===== src/hdl/cable_diag_pkg.sv =====
// constants, field layout and carriers of the cable diagnostic register bank
// assumes a 32-bit APB master on pclk and engines on the same clock
`default_nettype none
package cable_diag_pkg;
  localparam int ADDR_W = 12;
  localparam int IDX_W = 10;
  localparam int REG_W = 16;
  localparam int DATA_W = 32;
  localparam int IRQ_W = 2;
  // ---------------------------------------------------------------
  // register indices, byte address is four times the index
  // ---------------------------------------------------------------
  localparam logic [IDX_W-1:0] IDX_ACTIVE_LINK_CABLE_TEST = 10'h155;
  localparam logic [IDX_W-1:0] IDX_CTRL = 10'h170;
  localparam logic [IDX_W-1:0] IDX_PULSE = 10'h171;
  localparam logic [IDX_W-1:0] IDX_LENGTH = 10'h173;
  localparam logic [IDX_W-1:0] IDX_SHORT = 10'h177;
  localparam logic [IDX_W-1:0] IDX_LOC1 = 10'h180;
  localparam logic [IDX_W-1:0] IDX_IRQ_STATUS = 10'h1A0;
  localparam logic [IDX_W-1:0] IDX_IRQ_MASK = 10'h1A1;
  // ---------------------------------------------------------------
  // field positions
  // ---------------------------------------------------------------
  localparam int ACTIVE_LINK_CABLE_TEST_START_BIT = 15;
  localparam int ACTIVE_LINK_CABLE_TEST_STATUS_BIT = 12;
  localparam int ACTIVE_LINK_CABLE_TEST_SUM_LSB = 4;
  localparam int ACTIVE_LINK_CABLE_TEST_LOW_LSB = 0;
  localparam int CROSS_DIS_BIT = 14;
  localparam int BYP_TX_BIT = 13;
  localparam int BYP_RX_BIT = 12;
  localparam int AVG_LSB = 8;
  localparam int PULSE_LSB = 0;
  localparam int LEN_LSB = 8;
  localparam int SHORT_LSB = 8;
  localparam int PEAK1_LSB = 0;
  localparam int PEAK2_LSB = 8;
  localparam int IRQ_ACTIVE_LINK_CABLE_TEST_BIT = 0;
  localparam int IRQ_TDR_BIT = 1;
  // ---------------------------------------------------------------
  // reset values and write masks
  // ---------------------------------------------------------------
  localparam logic [7:0] ACTIVE_LINK_CABLE_TEST_SUM_RST = 8'hF4;
  localparam logic [3:0] ACTIVE_LINK_CABLE_TEST_LOW_RST = 4'h1;
  localparam logic [REG_W-1:0] CTRL_RST = 16'h0E52;
  localparam logic [REG_W-1:0] CTRL_WMASK = 16'h7FFF;
  localparam logic [REG_W-1:0] PULSE_RST = 16'hC85C;
  localparam logic [REG_W-1:0] LENGTH_RST = 16'hFF1E;
  localparam logic [REG_W-1:0] SHORT_RST = 16'h189B;
  localparam logic [REG_W-1:0] ALL_WMASK = 16'hFFFF;
  localparam logic [IRQ_W-1:0] IRQ_MASK_RST = 2'h0;
  localparam logic [2:0] AVG_MAX_CODE = 3'h6;
  localparam logic [6:0] AVG_MAX_COUNT = 7'h40;

  typedef enum logic {ACTIVE_LINK_CABLE_TEST_IDLE = 1'b0, ACTIVE_LINK_CABLE_TEST_RUN = 1'b1} active_link_cable_test_state_t;

  typedef struct packed {
    logic cross_disable;
    logic bypass_tx;
    logic bypass_rx;
    logic [2:0] avg_code;
    logic [3:0] pulse;
    logic [7:0] listen_len;
    logic [4:0] short_thr;
  } tdr_cfg_t;

  typedef struct packed {
    logic done;
    logic [7:0] sum;
  } active_link_cable_test_result_t;

  typedef struct packed {
    logic done;
    logic [7:0] peak1;
    logic [7:0] peak2;
  } tdr_result_t;
endpackage
`default_nettype wire


===== src/hdl/cfg_word_reg.sv =====
// one software-writable word with byte-lane strobes
// assumes write strobe qualified by the bus slave
`default_nettype none
module cfg_word_reg #(
  parameter logic [15:0] RESET = 16'h0000,
  parameter logic [15:0] WMASK = 16'hFFFF
) (
  input wire logic pclk, // clock
  input wire logic presetn, // async reset, low
  input wire logic we, // write this cycle
  input wire logic [1:0] strb, // byte lanes
  input wire logic [15:0] wdata, // write data
  output logic [15:0] q // stored word
);
  logic [15:0] next_q;
  logic [15:0] lane;

  always_comb begin
    lane = {{8{strb[1]}}, {8{strb[0]}}} & WMASK;
    next_q = q;
    if (we) begin
      next_q = (q & ~lane) | (wdata & lane);
    end
  end

  always_ff @(posedge pclk or negedge presetn) begin
    if (!presetn) begin
      q <= RESET;
    end else begin
      q <= next_q;
    end
  end
endmodule
`default_nettype wire


===== src/hdl/cable_diag_regs.sv =====
// cable diagnostic control and result register bank, APB slave
// assumes engines on pclk drive one-cycle done pulses with result data
`default_nettype none
module cable_diag_regs
  import cable_diag_pkg::*;
(
  input wire logic pclk, // clock, 50 MHz
  input wire logic presetn, // async reset, low
  input wire logic psel, // apb select
  input wire logic penable, // apb access phase
  input wire logic pwrite, // apb direction
  input wire logic [ADDR_W-1:0] paddr, // apb byte address
  input wire logic [DATA_W-1:0] pwdata, // apb write data
  input wire logic [3:0] pstrb, // apb byte strobes
  output logic [DATA_W-1:0] prdata, // apb read data
  output logic pready, // apb ready
  output logic pslverr, // apb error
  output logic irq, // level interrupt
  output logic active_link_cable_test_start, // active-link test launch pulse
  input wire active_link_cable_test_result_t active_link_cable_test_res, // active-link completion
  input wire tdr_result_t tdr_res, // reflectometry completion
  output tdr_cfg_t tdr_cfg, // reflectometry settings
  output logic [6:0] tdr_avg_count, // cycles to average
  output logic [7:0] active_link_summary_out // active-link summary
);
  // ---------------------------------------------------------------
  // bus decode
  // ---------------------------------------------------------------
  logic [IDX_W-1:0] idx;
  logic setup;
  logic wr;
  logic mapped;
  // zero wait states: every access ends in its first access cycle
  assign idx = paddr[ADDR_W-1:2];
  assign setup = psel && !penable;
  assign wr = psel && penable && pwrite && mapped;
  assign pready = 1'b1;
  assign pslverr = psel && penable && !mapped;

  always_comb begin
    unique case (idx)
      IDX_ACTIVE_LINK_CABLE_TEST, IDX_CTRL, IDX_PULSE, IDX_LENGTH, IDX_SHORT, IDX_LOC1, IDX_IRQ_STATUS, IDX_IRQ_MASK: mapped = 1'b1;
      default: mapped = 1'b0;
    endcase
  end

  // ---------------------------------------------------------------
  // configuration words
  // ---------------------------------------------------------------
  logic [REG_W-1:0] ctrl_q;
  logic [REG_W-1:0] pulse_q;
  logic [REG_W-1:0] length_q;
  logic [REG_W-1:0] short_q;
  logic [REG_W-1:0] mask_q;

  cfg_word_reg #(.RESET(CTRL_RST), .WMASK(CTRL_WMASK)) u_ctrl (
    .pclk(pclk), .presetn(presetn), .we(wr && idx == IDX_CTRL),
    .strb(pstrb[1:0]), .wdata(pwdata[REG_W-1:0]), .q(ctrl_q)
  );
  cfg_word_reg #(.RESET(PULSE_RST), .WMASK(ALL_WMASK)) u_pulse (
    .pclk(pclk), .presetn(presetn), .we(wr && idx == IDX_PULSE),
    .strb(pstrb[1:0]), .wdata(pwdata[REG_W-1:0]), .q(pulse_q)
  );
  cfg_word_reg #(.RESET(LENGTH_RST), .WMASK(ALL_WMASK)) u_length (
    .pclk(pclk), .presetn(presetn), .we(wr && idx == IDX_LENGTH),
    .strb(pstrb[1:0]), .wdata(pwdata[REG_W-1:0]), .q(length_q)
  );
  cfg_word_reg #(.RESET(SHORT_RST), .WMASK(ALL_WMASK)) u_short (
    .pclk(pclk), .presetn(presetn), .we(wr && idx == IDX_SHORT),
    .strb(pstrb[1:0]), .wdata(pwdata[REG_W-1:0]), .q(short_q)
  );
  cfg_word_reg #(.RESET({{(REG_W-IRQ_W){1'b0}}, IRQ_MASK_RST}), .WMASK({{(REG_W-IRQ_W){1'b0}}, {IRQ_W{1'b1}}})) u_mask (
    .pclk(pclk), .presetn(presetn), .we(wr && idx == IDX_IRQ_MASK),
    .strb(pstrb[1:0]), .wdata(pwdata[REG_W-1:0]), .q(mask_q)
  );

  always_comb begin
    tdr_cfg.cross_disable = ctrl_q[CROSS_DIS_BIT];
    tdr_cfg.bypass_tx = ctrl_q[BYP_TX_BIT];
    tdr_cfg.bypass_rx = ctrl_q[BYP_RX_BIT];
    tdr_cfg.avg_code = ctrl_q[AVG_LSB +: 3];
    tdr_cfg.pulse = pulse_q[PULSE_LSB +: 4];
    tdr_cfg.listen_len = length_q[LEN_LSB +: 8];
    tdr_cfg.short_thr = short_q[SHORT_LSB +: 5];
    // reserved code runs the longest average
    if (tdr_cfg.avg_code > AVG_MAX_CODE) begin
      tdr_avg_count = AVG_MAX_COUNT;
    end else begin
      tdr_avg_count = 7'(7'h01 << tdr_cfg.avg_code);
    end
  end

  // ---------------------------------------------------------------
  // active-link test control
  // ---------------------------------------------------------------
  active_link_cable_test_state_t active_link_cable_test_state;
  active_link_cable_test_state_t next_active_link_cable_test_state;
  logic active_link_cable_test_busy;
  logic next_active_link_cable_test_busy;
  logic next_active_link_cable_test_start;
  logic [7:0] next_sum;
  logic [3:0] active_link_cable_test_low;
  logic [3:0] next_active_link_cable_test_low;
  logic active_link_cable_test_go;
  logic active_link_cable_test_fin;
  assign active_link_cable_test_go = wr && idx == IDX_ACTIVE_LINK_CABLE_TEST && pstrb[1] && pwdata[ACTIVE_LINK_CABLE_TEST_START_BIT];
  assign active_link_cable_test_fin = active_link_cable_test_state == ACTIVE_LINK_CABLE_TEST_RUN && active_link_cable_test_res.done;

  always_comb begin
    next_active_link_cable_test_state = active_link_cable_test_state;
    next_active_link_cable_test_busy = active_link_cable_test_busy;
    next_active_link_cable_test_start = 1'b0;
    next_sum = active_link_summary_out;
    next_active_link_cable_test_low = active_link_cable_test_low;
    if (wr && idx == IDX_ACTIVE_LINK_CABLE_TEST && pstrb[0]) begin
      next_active_link_cable_test_low = pwdata[ACTIVE_LINK_CABLE_TEST_LOW_LSB +: 4];
    end
    unique case (active_link_cable_test_state)
      ACTIVE_LINK_CABLE_TEST_IDLE: begin
        if (active_link_cable_test_go) begin
          next_active_link_cable_test_state = ACTIVE_LINK_CABLE_TEST_RUN;
          next_active_link_cable_test_start = 1'b1;
          next_active_link_cable_test_busy = 1'b1;
        end
      end
      ACTIVE_LINK_CABLE_TEST_RUN: begin
        if (active_link_cable_test_res.done) begin
          next_active_link_cable_test_state = ACTIVE_LINK_CABLE_TEST_IDLE;
          next_active_link_cable_test_busy = 1'b0;
          next_sum = active_link_cable_test_res.sum;
        end
      end
    endcase
  end

  always_ff @(posedge pclk or negedge presetn) begin
    if (!presetn) begin
      active_link_cable_test_state <= ACTIVE_LINK_CABLE_TEST_IDLE;
      active_link_cable_test_busy <= 1'b1;
      active_link_cable_test_start <= 1'b0;
      active_link_summary_out <= ACTIVE_LINK_CABLE_TEST_SUM_RST;
      active_link_cable_test_low <= ACTIVE_LINK_CABLE_TEST_LOW_RST;
    end else begin
      active_link_cable_test_state <= next_active_link_cable_test_state;
      active_link_cable_test_busy <= next_active_link_cable_test_busy;
      active_link_cable_test_start <= next_active_link_cable_test_start;
      active_link_summary_out <= next_sum;
      active_link_cable_test_low <= next_active_link_cable_test_low;
    end
  end

  // ---------------------------------------------------------------
  // peak results and interrupt status
  // ---------------------------------------------------------------
  logic [REG_W-1:0] loc1;
  logic [REG_W-1:0] next_loc1;
  logic [IRQ_W-1:0] irq_st;
  logic [IRQ_W-1:0] next_irq_st;
  logic [IRQ_W-1:0] irq_set;
  logic [IRQ_W-1:0] irq_clr;

  // results load only on a completion pulse
  always_comb begin
    next_loc1 = loc1;
    if (tdr_res.done) begin
      next_loc1 = {tdr_res.peak2, tdr_res.peak1};
    end
    irq_set = '0;
    irq_set[IRQ_ACTIVE_LINK_CABLE_TEST_BIT] = active_link_cable_test_fin;
    irq_set[IRQ_TDR_BIT] = tdr_res.done;
    irq_clr = '0;
    if (wr && idx == IDX_IRQ_STATUS && pstrb[0]) begin
      irq_clr = pwdata[IRQ_W-1:0];
    end
    // set wins over a clear in the same cycle
    next_irq_st = (irq_st & ~irq_clr) | irq_set;
  end

  always_ff @(posedge pclk or negedge presetn) begin
    if (!presetn) begin
      loc1 <= '0;
      irq_st <= '0;
    end else begin
      loc1 <= next_loc1;
      irq_st <= next_irq_st;
    end
  end

  assign irq = |(irq_st & mask_q[IRQ_W-1:0]);

  // ---------------------------------------------------------------
  // read data, captured in the setup cycle
  // ---------------------------------------------------------------
  logic [DATA_W-1:0] next_prdata;
  logic [REG_W-1:0] rword;

  always_comb begin
    rword = '0;
    unique case (idx)
      IDX_ACTIVE_LINK_CABLE_TEST: begin
        rword[ACTIVE_LINK_CABLE_TEST_STATUS_BIT] = active_link_cable_test_busy;
        rword[ACTIVE_LINK_CABLE_TEST_SUM_LSB +: 8] = active_link_summary_out;
        rword[ACTIVE_LINK_CABLE_TEST_LOW_LSB +: 4] = active_link_cable_test_low;
      end
      IDX_CTRL: rword = ctrl_q;
      IDX_PULSE: rword = pulse_q;
      IDX_LENGTH: rword = length_q;
      IDX_SHORT: rword = short_q;
      IDX_LOC1: rword = loc1;
      IDX_IRQ_STATUS: rword[IRQ_W-1:0] = irq_st;
      IDX_IRQ_MASK: rword = mask_q;
      default: rword = '0;
    endcase
    next_prdata = prdata;
    if (setup && !pwrite) begin
      next_prdata = {{(DATA_W-REG_W){1'b0}}, rword};
    end
  end

  always_ff @(posedge pclk or negedge presetn) begin
    if (!presetn) begin
      prdata <= '0;
    end else begin
      prdata <= next_prdata;
    end
  end

  // ---------------------------------------------------------------
  // assertions
  // ---------------------------------------------------------------
  // checks on launch, status, settings and results
  property p_start_pulse;
    @(posedge pclk) disable iff (!presetn)
      (active_link_cable_test_go && active_link_cable_test_state == ACTIVE_LINK_CABLE_TEST_IDLE) |=> active_link_cable_test_start ##1 !active_link_cable_test_start;
  endproperty
  a_start_pulse: assert property (p_start_pulse) else $error("start pulse missing");

  property p_no_start_zero;
    @(posedge pclk) disable iff (!presetn)
      !active_link_cable_test_go |=> !active_link_cable_test_start;
  endproperty
  a_no_start_zero: assert property (p_no_start_zero) else $error("spurious start");

  property p_busy_until_done;
    @(posedge pclk) disable iff (!presetn)
      (active_link_cable_test_busy && !active_link_cable_test_fin) |=> active_link_cable_test_busy;
  endproperty
  a_busy_until_done: assert property (p_busy_until_done) else $error("status cleared early");

  property p_done_clears;
    @(posedge pclk) disable iff (!presetn)
      active_link_cable_test_fin |=> !active_link_cable_test_busy && irq_st[IRQ_ACTIVE_LINK_CABLE_TEST_BIT];
  endproperty
  a_done_clears: assert property (p_done_clears) else $error("status not cleared");

  property p_cross_write;
    @(posedge pclk) disable iff (!presetn)
      (wr && idx == IDX_CTRL && pstrb[1]) |=> tdr_cfg.cross_disable == $past(pwdata[CROSS_DIS_BIT]);
  endproperty
  a_cross_write: assert property (p_cross_write) else $error("cross disable wrong");

  property p_bypass_write;
    @(posedge pclk) disable iff (!presetn)
      (wr && idx == IDX_CTRL && pstrb[1]) |=>
        {tdr_cfg.bypass_tx, tdr_cfg.bypass_rx} == $past(pwdata[BYP_TX_BIT:BYP_RX_BIT]);
  endproperty
  a_bypass_write: assert property (p_bypass_write) else $error("bypass bits wrong");

  property p_avg_count;
    @(posedge pclk) disable iff (!presetn)
      tdr_cfg.avg_code == 3'h3 |-> tdr_avg_count == 7'h08;
  endproperty
  a_avg_count: assert property (p_avg_count) else $error("average count wrong");

  property p_reset_vals;
    @(posedge pclk) $rose(presetn) |->
      tdr_cfg.pulse == 4'hC && tdr_cfg.listen_len == 8'hFF && tdr_cfg.short_thr == 5'h18
      && tdr_cfg.avg_code == 3'h6 && active_link_cable_test_busy && loc1 == 16'h0000;
  endproperty
  a_reset_vals: assert property (p_reset_vals) else $error("reset values wrong");

  property p_peak_update;
    @(posedge pclk) disable iff (!presetn)
      tdr_res.done |=> loc1 == {$past(tdr_res.peak2), $past(tdr_res.peak1)};
  endproperty
  a_peak_update: assert property (p_peak_update) else $error("peaks not captured");

  property p_peak_hold;
    @(posedge pclk) disable iff (!presetn)
      !tdr_res.done |=> $stable(loc1);
  endproperty
  a_peak_hold: assert property (p_peak_hold) else $error("peaks changed without run");

  c_active_link_cable_test_run: cover property (@(posedge pclk) disable iff (!presetn) active_link_cable_test_start ##[1:20] active_link_cable_test_fin);
  c_tdr_done: cover property (@(posedge pclk) disable iff (!presetn) tdr_res.done);
  c_irq: cover property (@(posedge pclk) disable iff (!presetn) $rose(irq));
  c_err: cover property (@(posedge pclk) disable iff (!presetn) pslverr);
  // reserved averaging code reached by software
  c_avg_reserved: cover property (@(posedge pclk) disable iff (!presetn) tdr_cfg.avg_code == 3'h7);
endmodule
`default_nettype wire


===== config.mk =====
export PLATFORM = sky130hd
export DESIGN_NAME = cable_diag_regs
export DESIGN_NICKNAME = d
export VERILOG_FILES = /design/src/hdl/cable_diag_pkg.sv /design/src/hdl/cfg_word_reg.sv /design/src/hdl/cable_diag_regs.sv
export SDC_FILE = /design/constraint.sdc
export NUM_CORES = 1
export LEC_CHECK = 0
export BUFFER_PORTS_ARGS = -buffer_cell sky130_fd_sc_hd__buf_2
export CELL_PAD_IN_SITES_DETAIL_PLACEMENT = 2
export CELL_PAD_IN_SITES_GLOBAL_PLACEMENT = 2
export CORE_MARGIN = 3
export CORE_UTILIZATION = 34
export DETAILED_ROUTE_END_ITERATION = 8
export MAX_ROUTING_LAYER = met4
export PLACE_DENSITY = 0.87
export RECOVER_POWER = 100
export SKIP_CTS_REPAIR_TIMING = 1
export SLEW_MARGIN = 15
export SYNTH_ARGS = -nofsm -noshare
export SYNTH_HDL_FRONTEND = slang
export SYNTH_SLANG_ARGS = --single-unit
export TNS_END_PERCENT = 50

===== constraint.sdc =====
create_clock -name pclk -period 1.7 [get_ports pclk]
set_input_delay 0.17 -clock pclk [delete_from_list [all_inputs] [get_ports pclk]]
set_output_delay 0.17 -clock pclk [all_outputs]
set_load 0.02 [all_outputs]

-- Word-level counts from Yosys, hierarchy flattened
Index checks and enable logic that the tools add are counted.
W data, S select, Z words.
- multiplexer cells: 13
- bitwise operators: 21
- order comparisons: 1
- equal/unequal tests: 10
- reduce and logical (&&, ||, !) cells: 25
- shift-type cells: 1
- operator list (operator ; number):
    $and A16 B16 Y16 ; 6
    $eq A10 B9 Y1 const B ; 8
    $or A16 B16 Y16 ; 5
    $pmux W11 S7 ; 1
    $logic_and A1 B1 Y1 ; 18
    $pmux W3 S6 ; 1
    $and A16 B15 Y16 ; 1
    $and A16 B2 Y16 ; 1
    $not A15 Y16 ; 1
    $not A16 Y16 ; 1
    $not A2 Y16 ; 1
    $pmux W2 S8 ; 1
    $reduce_or A8 Y1 ; 1
    $mux W7 ; 1
    $shl A1 B3 Y7 const A ; 1
    $mux W1 ; 6
    $and A2 B2 Y2 ; 2
    $ne A2 B2 Y1 const B ; 2
    $pmux W1 S2 ; 2
    $reduce_and A2 Y1 ; 2
    $gt A3 B3 Y1 const B ; 1
    $logic_not A1 Y1 ; 3
    $mux W2 ; 1
    $not A2 Y2 ; 1
    other kinds (3) ; 3
- output and inout port bits: 74
- word-level logic and storage cells: 84
- bits in registers: 129

-- Logic depth before layout (Yosys ltp)
Gate-level depths: netlist of run 1.
- depth after elaboration: 10
- depth in mapped cells: 8
- depth with buffers taken out: 5

-- Modules after synthesis
A second synthesis of run 1 with hierarchy kept.
- cell total of the unflattened synthesis: 468
- area total of the unflattened synthesis: 5836.8 sq um
- modules (own cells, without submodules) (module ; instances ; cells each ; area an instance (sq um)):
    cable_diag_regs ; 1 ; 312 ; 3264.4
    cfg_word_reg at u_pulse ... ; 2 ; 34 ; 601.8
    cfg_word_reg at u_length ; 1 ; 34 ; 608.1
    cfg_word_reg at u_ctrl ; 1 ; 34 ; 575.6
    cfg_word_reg at u_mask ; 1 ; 20 ; 185.2

-- Worst setup path before layout of run 1
OpenSTA, ideal clock, no wires.
- path kind: input to register
- from: input port paddr[4]
- to: register with a tool-made name
- buffers on the path: 2
- arrival time: 1.508 ns
- stages: 6
- library setup time: 0.125 ns
- data required time: 1.575 ns
- setup slack: 0.066 ns
- cell sequence: buf_6 -> nor3_4 -> nand3_2 -> or3_1 -> buf_6 -> mux2_4
- RTL lines (item ; line ; source):
    start, declared ; cable_diag_regs.sv:12 ; input wire logic [ADDR_W-1:0] paddr,

==> impl_metrics.yaml, run 1 <==
yosys:
  synth_top_area_share_pct: 33.3
  syn-cell-area_mm2: 0.00563
  ys.flop_type: "dfrtp_1"
  synth_largest_area_cell: "dfrtp_1"
  synthCells: 448
  syn_area_per_cell_um2: 12.6
  ys_types: 46
  synth_warnings: 0
  yosys-top-cells-area: "dfrtp_1, dfstp_2, mux2_2, buf_4, mux2_4"
  ys_seq_area_share_pct: 51.6
  synth_edf_count: 0
  ys_ff_latch: 114
  async_flop_share_pct: 100
  synth_common_cells: "mux2_2, dfrtp_1, buf_4"
  synth_most_common_cell: "mux2_2"
placement:
  place_congestion: 0.834
  io_buffers: 115
  hpwl_mm: 13.6
min_path:
  worst_hold_path_type: "in -> reg"
  hold_depth: 3
  whs_endpoint: "loc1[0]$_DFFE_PN0P_"
  hp-start: "tdr_res[8]"
floorplan:
  die_y_um: 135
  fp-row-count: 46
  io-pin-count: 153
  core-area_mm2: 0.0161
  die_x_um: 135
  dieArea_mm2: 0.0181
  start_util_pct: 35.0
layout:
  num-nets-final: 688
  area_delta_synth_final_pct: 27.0
  diodes: 0
  layout-drive-gt1-share_pct: 42.6
detailed_routing:
  wirelength_mm: 20.4
  vias_per_cell: 5.25
  drtIter0Drc: 223
  drtAntennaViolNets: 0
  highest_layer: "met4"
  drc: 0
  vias: 4399
  met1_length_mm: 7.87
  wire_per_inst_um: 24.3
  firstDrtPassIters: 4
  wl_met2_mm: 11.0
  wl_met3_um: 885
cts:
  clockBufferDepth: 2
  cts.sinks: 114
  clkLatencyLatePin_ps: 440
  cts_buffers: 17
  cts_tree: "built"
  root_buffer: "clkbuf_16"
  clk_pin_slew_ps: 50
  htreeDepth: 4
critical_path:
  rr_endpoint: "prdata[8]$_DFFE_PN0P_"
  r2r_cells: 6
  cp.arrival_ps: 2030
  start_kind: "input pin"
  crit_required_ps: 2040
  critPathKind: "in -> reg"
  critPathMaxFanout: 8
  reg2reg_slack_ps: 70
  critPathCaptureType: "register"
run:
  maxCapViolations: 0
global_routing:
  grt_max_degree: 115
  grt_pass1_wl_mm: 28.6
  grt-ovfl-total: 0
  grt_usage_pct: 21.7
  antenna_found_initial: 0
  first_global_vias: 4772
timing:
  worst_pin_slew_ps: 1060
  relSlewSlack_pct: 29.0
  setup_viol: 0
  drv_slew: 0
  hold_ws_ps: -24.4
  tns_ps: 0
  min_period_ps: 1690
  fmax_ghz: 0.593
  fin_crit_sh_pct: 99.3
  clock_skew_ps: 17.8
  finalHoldViolCount: 1
pwr:
  finalPower_w: 0.00673
  ir_drop_v: 0.000745
  p_leak_nw: 3.22
  power_density_mw_per_mm2: 942
status:
  violations: "negative hold slack"
  outcome: "complete, but fails checks"
## layout by cell type (no fill, tap or decap), types with 6 or more instances in the layout
cell / synthesis / routed
a21oi_1: 8 / 8
a221oi_1: 9 / 8
a22oi_1: 17 / 17
a31oi_1: 6 / 6
buf_2: 7 / 57
buf_4: 41 / 29
clkbuf_1: 9 / 67
clkbuf_16: 0 / 17
clkbuf_2: 0 / 13
conb_1: 2 / 17
dfrtp_1: 75 / 75
dfstp_2: 39 / 38
dlygate4sd3_1: 0 / 22
mux2_1: 0 / 15
mux2_2: 88 / 85
nand2_1: 21 / 21
nand3_1: 6 / 6
nor2_1: 17 / 21
o21ai_0: 12 / 12
o2bb2ai_1: 7 / 7
## worst max path at each step
stage | from | endpoint | depth (start not counted) | slack, ps
after floorplan | paddr[4] | register | 6 | 70
after global placement | paddr[2] | register | 6 | -120
after detailed placement | paddr[11] | register | 6 | -230
after CTS | paddr[8] | pslverr | 7 | -90
after global routing | register | prdata[8]$_DFFE_PN0P_ | 6 | -90
final | paddr[11] | register | 6 | 10
## stage by stage
stage / util, % / instances / worst slack, ps / area (µm²)
floorplan: - / 463 / 66.4 / 5680
CTS: 44.2 / 815 / -95.0 / 7100
finish: 44.5 / 838 / 12.6 / 7150
global placement: 40.8 / 783 / -119 / 6560
global route: 44.5 / 838 / -92.0 / 7150
detailed placement: 40.8 / 783 / -230 / 6560
## report_power, final
part | internal [W] | total [W] | switching, W
sequential | 0.00279 | 0.00283 | 0.0000459
clock | 0.00214 | 0.00339 | 0.00125
combinational | 0.000190 | 0.000508 | 0.000318
## cell families after synthesis
logic type	after synthesis	share of synthesized area, %
AO/OA/AOI/OAI	74	9.34
buffers and inverters	66	7.69
flip-flops	114	51.6
multiplexers	108	22.5
other	2	0.133
AND/OR/NAND/NOR	84	8.78
## area by class of cell
type                       instances  area, µm²
tap                              216        270
clock buffer                      25        455
multi-input combinational        283       2310
fill                            1663       8910
timing repair buffer             188       1100
sequential                       114       2900
clock inverter                     7       85.1
inverter                           5       18.8
## routing by layer
layer | global-route usage [%] | vias to the layer above
met1 | 24.3 | 2301
met2 | 37.8 | 148
met4 | 8.14 | 0
met5 | - | -
li1 | - | 1908
met3 | 5.18 | 42
## critical path: stages
cell	delay [ps]
clkbuf_1	130
nand3b_1	300
nor4_4	470
nor2b_1	230
clkbuf_2	330
mux2_1	400
Note: power is estimated with default switching activity, not from simulation.
==> run 2, diff against run 1 <==
CORE_ASPECT_RATIO = 0.5   (was default)
==> run 2 against run 1 <==
Net effect: the run now ends clean; sequential share of layout area decreased by 0.57 points; register-to-register slack worse by 30 ps; combinational power increased by 4.9%; sequential power about the same; clock skew down 10 ps; critical path type is now in -> out; design area rose by 1.4%; die area grew 0.52%; clock-buffer cell count shrank 2; core utilization up 1.3 points; via count increased by 3.8%; fmax grew 0.69%.
==> impl_metrics.yaml, run 2 (same netlist as run 1, synthesis figures left out) <==
status:
  outcome: "finished, final reports clean"
timing:
  rsz0062_at_grt: "true"
  finalHoldViolCount: 0
  fin_crit_sh_pct: 98.6
  worst_pin_slew_ps: 860
  fmax_ghz: 0.597
  setup_viol: 0
  relSlewSlack_pct: 42.6
  hold_ws_ps: 2.83
  min_period_ps: 1680
  finalWorstSetupSlack_ps: 24.2
  clock_skew_ps: 7.77
  drv_slew: 0
placement:
  place_congestion: 0.822
  io_buffers: 115
  place_area_mm2: 0.00655
  hpwl_mm: 13.5
  placedCellCount: 783
  post-place-ws_ps: -138
floorplan:
  io-pin-count: 153
  die_y_um: 97.0
  core-area_mm2: 0.0158
  fp-row-count: 32
  die_x_um: 188
  start_util_pct: 35.6
  dieArea_mm2: 0.0182
cts:
  cts_buffers: 17
  clockBufferDepth: 2
  htreeDepth: 4
  root_buffer: "clkbuf_16"
  cts_tree: "built"
  clk_pin_slew_ps: 60
  cts.sinks: 114
  clkLatencyLatePin_ps: 430
layout:
  finalNonFillerCells: 831
  layout-drive-gt1-share_pct: 48.1
  nFillCells: 1601
  layout_common_cells: "mux2_2, dfrtp_1, buf_2"
  num-nets-final: 675
  area_delta_synth_final_pct: 28.8
  final_common_cell: "mux2_2"
  stdcell_area_mm2: 0.00725
detailed_routing:
  vias_per_cell: 5.49
  wire_per_inst_um: 29.7
  vias: 4565
  wirelength_mm: 24.6
  drc: 0
  drtAntennaViolNets: 0
  drtIter0Drc: 364
  firstDrtPassIters: 4
critical_path:
  cp.arrival_ps: 1510
  start_kind: "input pin"
  r2r_cells: 5
  critPathCaptureType: "output port"
  crit_required_ps: 1530
  reg2reg_slack_ps: 40
  critPathKind: "in -> out"
  critPathMaxFanout: 10
  rr_endpoint: "prdata[2]$_DFFE_PN0P_"
global_routing:
  grt_max_degree: 46
  grt_pass1_wl_mm: 33.6
  grt_usage_pct: 25.2
  first_global_vias: 5131
  antenna_found_initial: 1
  grt-ovfl-total: 0
pwr:
  p_leak_nw: 3.26
  finalPower_w: 0.00720
  ir_drop_v: 0.000634
  power_density_mw_per_mm2: 994
min_path:
  hold_depth: 2
  whs_endpoint: "active_link_summary_out[0]$_DFFE_PN0P_"
  hp-start: "active_link_cable_test_res[0]"
  worst_hold_path_type: "in -> reg"
run:
  maxCapViolations: 0
-- run 2: cell count changes in the layout (fill, tap and decap cells not counted), sizes merged --
cell | previous run | this run
clkinv | 5 | 4
dlygate4sd3 | 22 | 15
dlymetal6s2s | 1 | 0
diode | 0 | 1
clkinvlp | 0 | 2
buf | 89 | 109
bufinv | 2 | 3
clkbuf | 101 | 74
-- run 2: worst max-delay path by stage --
stage              start  cells past startpoint                    end  slack (ps)
2_1_floorplan   paddr[4]                      6               register          70
3_3_place_gp   paddr[11]                      6               register         -30
3_5_place_dp    paddr[2]                      6               register        -140
4_1_cts         register                      5  prdata[2]$_DFFE_PN0P_         -90
5_1_grt         register                      2       tdr_avg_count[4]         -30
6_report        paddr[2]                      6                pslverr          20
-- run 2: cell type report --
class / instances / area, µm² / area share (%)
timing repair buffer: 175 / 1070 / 14.8
multi-input combinational: 283 / 2370 / 32.7
antenna: 1 / 2.50 / 0.0345
tap: 221 / 277 / 3.81
inverter: 5 / 18.8 / 0.259
clock inverter: 9 / 129 / 1.78
clock buffer: 23 / 478 / 6.59
sequential: 114 / 2900 / 40.0
-- run 2: worst max-delay path: stages --
cell and delay (ps):
buf_2 260, buf_4 210, a21oi_1 70, o31ai_1 480
a221oi_2 120, buf_4 190
-- run 2: per-stage QoR --
step	TNS [ps]	utilization, %
after global placement	-283	41.4
after detailed placement	-4380	41.4
after CTS	-110	45.3
after floorplan	0	-
after global routing	-49.9	45.8
final	0	45.8
-- run 2: power breakdown --
part | internal [W] | total [W] | switching, W
Clock | 0.00242 | 0.00383 | 0.00141
Sequential | 0.00279 | 0.00284 | 0.0000521
Combinational | 0.000187 | 0.000533 | 0.000346
Total | 0.00539 | 0.00720 | 0.00181
-- run 2: metal layers --
| layer | wire, µm | global-route usage, % | share of wire, % | up-vias |
|---|---|---|---|---|
| li1 | - | - | - | 1887 |
| met5 | 0 | - | 0 | - |
| met3 | 1010 | 4.27 | 4.1 | 79 |
| met4 | 1170 | 8.76 | 4.7 | 0 |
| met1 | 10200 | 29.0 | 41 | 2414 |
| met2 | 12300 | 44.8 | 50 | 185 |
==> run 3, diff against run 2 <==
CAP_MARGIN = 20   (was default)
CORE_UTILIZATION = 35   (was 34)
PLACE_DENSITY = 0.89   (was 0.87)
SYNTH_HIERARCHICAL = 1   (was default)
==> run 3 against run 2 <==
Net effect: the run now ends with negative hold slack, negative setup slack left; setup slack worse by 110 ps; clock power up 2%; power up 3.3%; clock skew up 3.6 ps; non-clock buffer count up 13; critical path type is now in -> reg; largest power group unchanged.
==> impl_metrics.yaml, run 3 <==
detailed_routing:
  drtAntennaViolNets: 0
  vias_per_cell: 5.71
  drtIter0Drc: 436
  vias: 5068
  wire_per_inst_um: 31.5
  drc: 0
  wirelength_mm: 27.9
  firstDrtPassIters: 5
layout:
  area_delta_synth_final_pct: 33.8
  layout-drive-gt1-share_pct: 54.6
  layout_common_cells: "mux2_2, buf_2, dfrtp_1"
  num-nets-final: 731
  final_common_cell: "mux2_2"
  finalNonFillerCells: 888
critical_path:
  critPathCaptureType: "register"
  critPathKind: "in -> reg"
  crit_required_ps: 2020
  start_kind: "input pin"
  critPathMaxFanout: 8
  cp.arrival_ps: 2100
global_routing:
  first_global_vias: 5475
  antenna_found_initial: 2
  grt_usage_pct: 29.0
  grt-ovfl-total: 0
  grt_pass1_wl_mm: 38.2
  grt_use_met1_pct: 34.4
  met2_usage_pct: 48.3
  grt.met3_usage_pct: 6.41
  grt.busiest_layer: "met2"
  grt_max_degree: 44
yosys:
  synth_common_cells: "mux2_2, dfrtp_1, dfstp_2"
  synth_warnings: 6
  synth_most_common_cell: "mux2_2"
  synth_top_area_share_pct: 32.2
  synth_largest_area_cell: "dfrtp_1"
  ys.flop_type: "dfrtp_1"
  syn-cell-area_mm2: 0.00584
  ys_seq_area_share_pct: 49.7
  yosys-top-cells-area: "dfrtp_1, mux2_2, dfstp_2, buf_4, a22oi_1"
  syn_area_per_cell_um2: 12.5
  ys_types: 55
  synth_edf_count: 0
  ys_ff_latch: 114
  synthCells: 468
  async_flop_share_pct: 100
pwr:
  combinationalPowerShare_pct: 9.2
  switching_share_pct: 26.8
  clock_power_share_pct: 52.5
  power_density_mw_per_mm2: 953
  seq_power_share_pct: 38.4
  p_sw_w: 0.00199
  ir_drop_v: 0.000763
  p_int_w: 0.00545
  p_leak_nw: 3.64
cts:
  cts.sinks: 114
  cts_tree: "built"
  cts_buffers: 17
  clk_pin_slew_ps: 70
  root_buffer: "clkbuf_16"
  clockBufferDepth: 2
  clkLatencyLatePin_ps: 430
  htreeDepth: 4
timing:
  finalHoldViolCount: 2
  hold_ws_ps: -7.79
  min_period_ps: 1790
  setup_viol: 25
  tns_ps: -736
  clock_skew_ps: 11.4
  rsz0062_at_grt: "true"
  fmax_ghz: 0.560
  fin_crit_sh_pct: 105
  worst_pin_slew_ps: 1100
  finalWorstSetupSlack_ps: -86.7
  relSlewSlack_pct: 26.9
  drv_slew: 0
floorplan:
  dieArea_mm2: 0.0184
  core-area_mm2: 0.0159
  start_util_pct: 36.8
  die_y_um: 97.3
  die_x_um: 189
  fp-row-count: 32
  io-pin-count: 153
status:
  violations: "negative hold slack, negative setup slack"
  outcome: "complete, but fails checks"
placement:
  hpwl_mm: 16.1
  placedCellCount: 828
  io_buffers: 115
  place_congestion: 0.894
  post-place-ws_ps: -456
min_path:
  worst_hold_path_type: "in -> reg"
run:
  maxCapViolations: 0
-- run 3: cell types whose count changed in the layout (fill, tap and decap cells not counted), moves of 9 or more --
| cell | before | now |
|---|---|---|
| conb_1 | 17 | 32 |
| mux2_2 | 86 | 103 |
| nand2_1 | 21 | 32 |
| buf_4 | 36 | 47 |
| a21oi_1 | 8 | 19 |
| mux2_4 | 15 | 2 |
| nor2_1 | 18 | 6 |
| buf_2 | 67 | 83 |
| a32oi_2 | 0 | 9 |
| clkbuf_1 | 52 | 26 |
-- run 3: worst paths after layout --
kind	startpoint	to	slack [ps]	depth (start not counted)
hold reg to reg	loc1[15]$_DFFE_PN0P_	loc1[15]$_DFFE_PN0P_	510	1
min in group asynchronous	presetn	async pin	490	2
setup / recovery	paddr[3]	register	-90	8
max in group asynchronous	presetn	async pin	180	3
hold / removal	active_link_cable_test_res[7]	active_link_summary_out[7]$_DFFE_PN1P_	-8	2
setup reg to reg	loc1[5]$_DFFE_PN0P_	prdata[5]$_DFFE_PN0P_	290	4
-- run 3: layer usage --
layer	routed length (µm)	vias up	share of wire [%]
met4	1500	0	5.4
met5	0	-	0
met3	1510	113	5.4
met1	11400	2645	41
li1	-	2021	-
met2	13500	289	48
-- run 3: cells by family after synthesis --
kind of cell	share of synthesized area (%)
and+or+nand+nor	10.4
AOI/OAI and AO/OA	11.1
buffers and inverters	6.60
other	0.257
muxes	21.9
DFF	49.7
-- run 3: power groups by stage --
| stage | registers (W) | logic, W | clock network [W] |
|---|---|---|---|
| final | 0.00286 | 0.000681 | 0.00391 |
| after global routing | 0.00286 | 0.000725 | 0.00406 |
| after CTS | 0.00286 | 0.000608 | 0.00389 |
| after detailed placement | 0.00289 | 0.000586 | 0 |
| after global placement | 0.00289 | 0.000557 | 0 |
| after floorplan | 0.00292 | 0.000274 | 0 |
-- run 3: layout make-up --
cell class,count,area (µm²)
Clock inverter,12,155
Inverter,6,22.5
Clock buffer,20,457
Multi-Input combinational cell,325,2780
Timing Repair Buffer,188,1210
Tap cell,221,277
Fill cell,1598,8050
Antenna cell,2,5.00
Sequential cell,114,2900
-- run 3: worst max-delay path: stages --
cell	delay (ps)
buf_8	110
or3b_4	410
o32ai_4	140
a22oi_2	140
nand2b_4	210
nor3b_4	350
nand2_4	190
mux2_4	360
-- run 3: metrics by stage --
| step | utilization [%] | area [µm²] | power, W |
|---|---|---|---|
| 6_report | 49.3 | 7810 | 0.00744 |
| 5_1_grt | 49.3 | 7810 | 0.00765 |
| 4_1_cts | 47.2 | 7490 | 0.00735 |
| 3_5_place_dp | 43.4 | 6870 | 0.00348 |
| 3_3_place_gp | 43.4 | 6870 | 0.00344 |
| 2_1_floorplan | - | 5980 | 0.00319 |
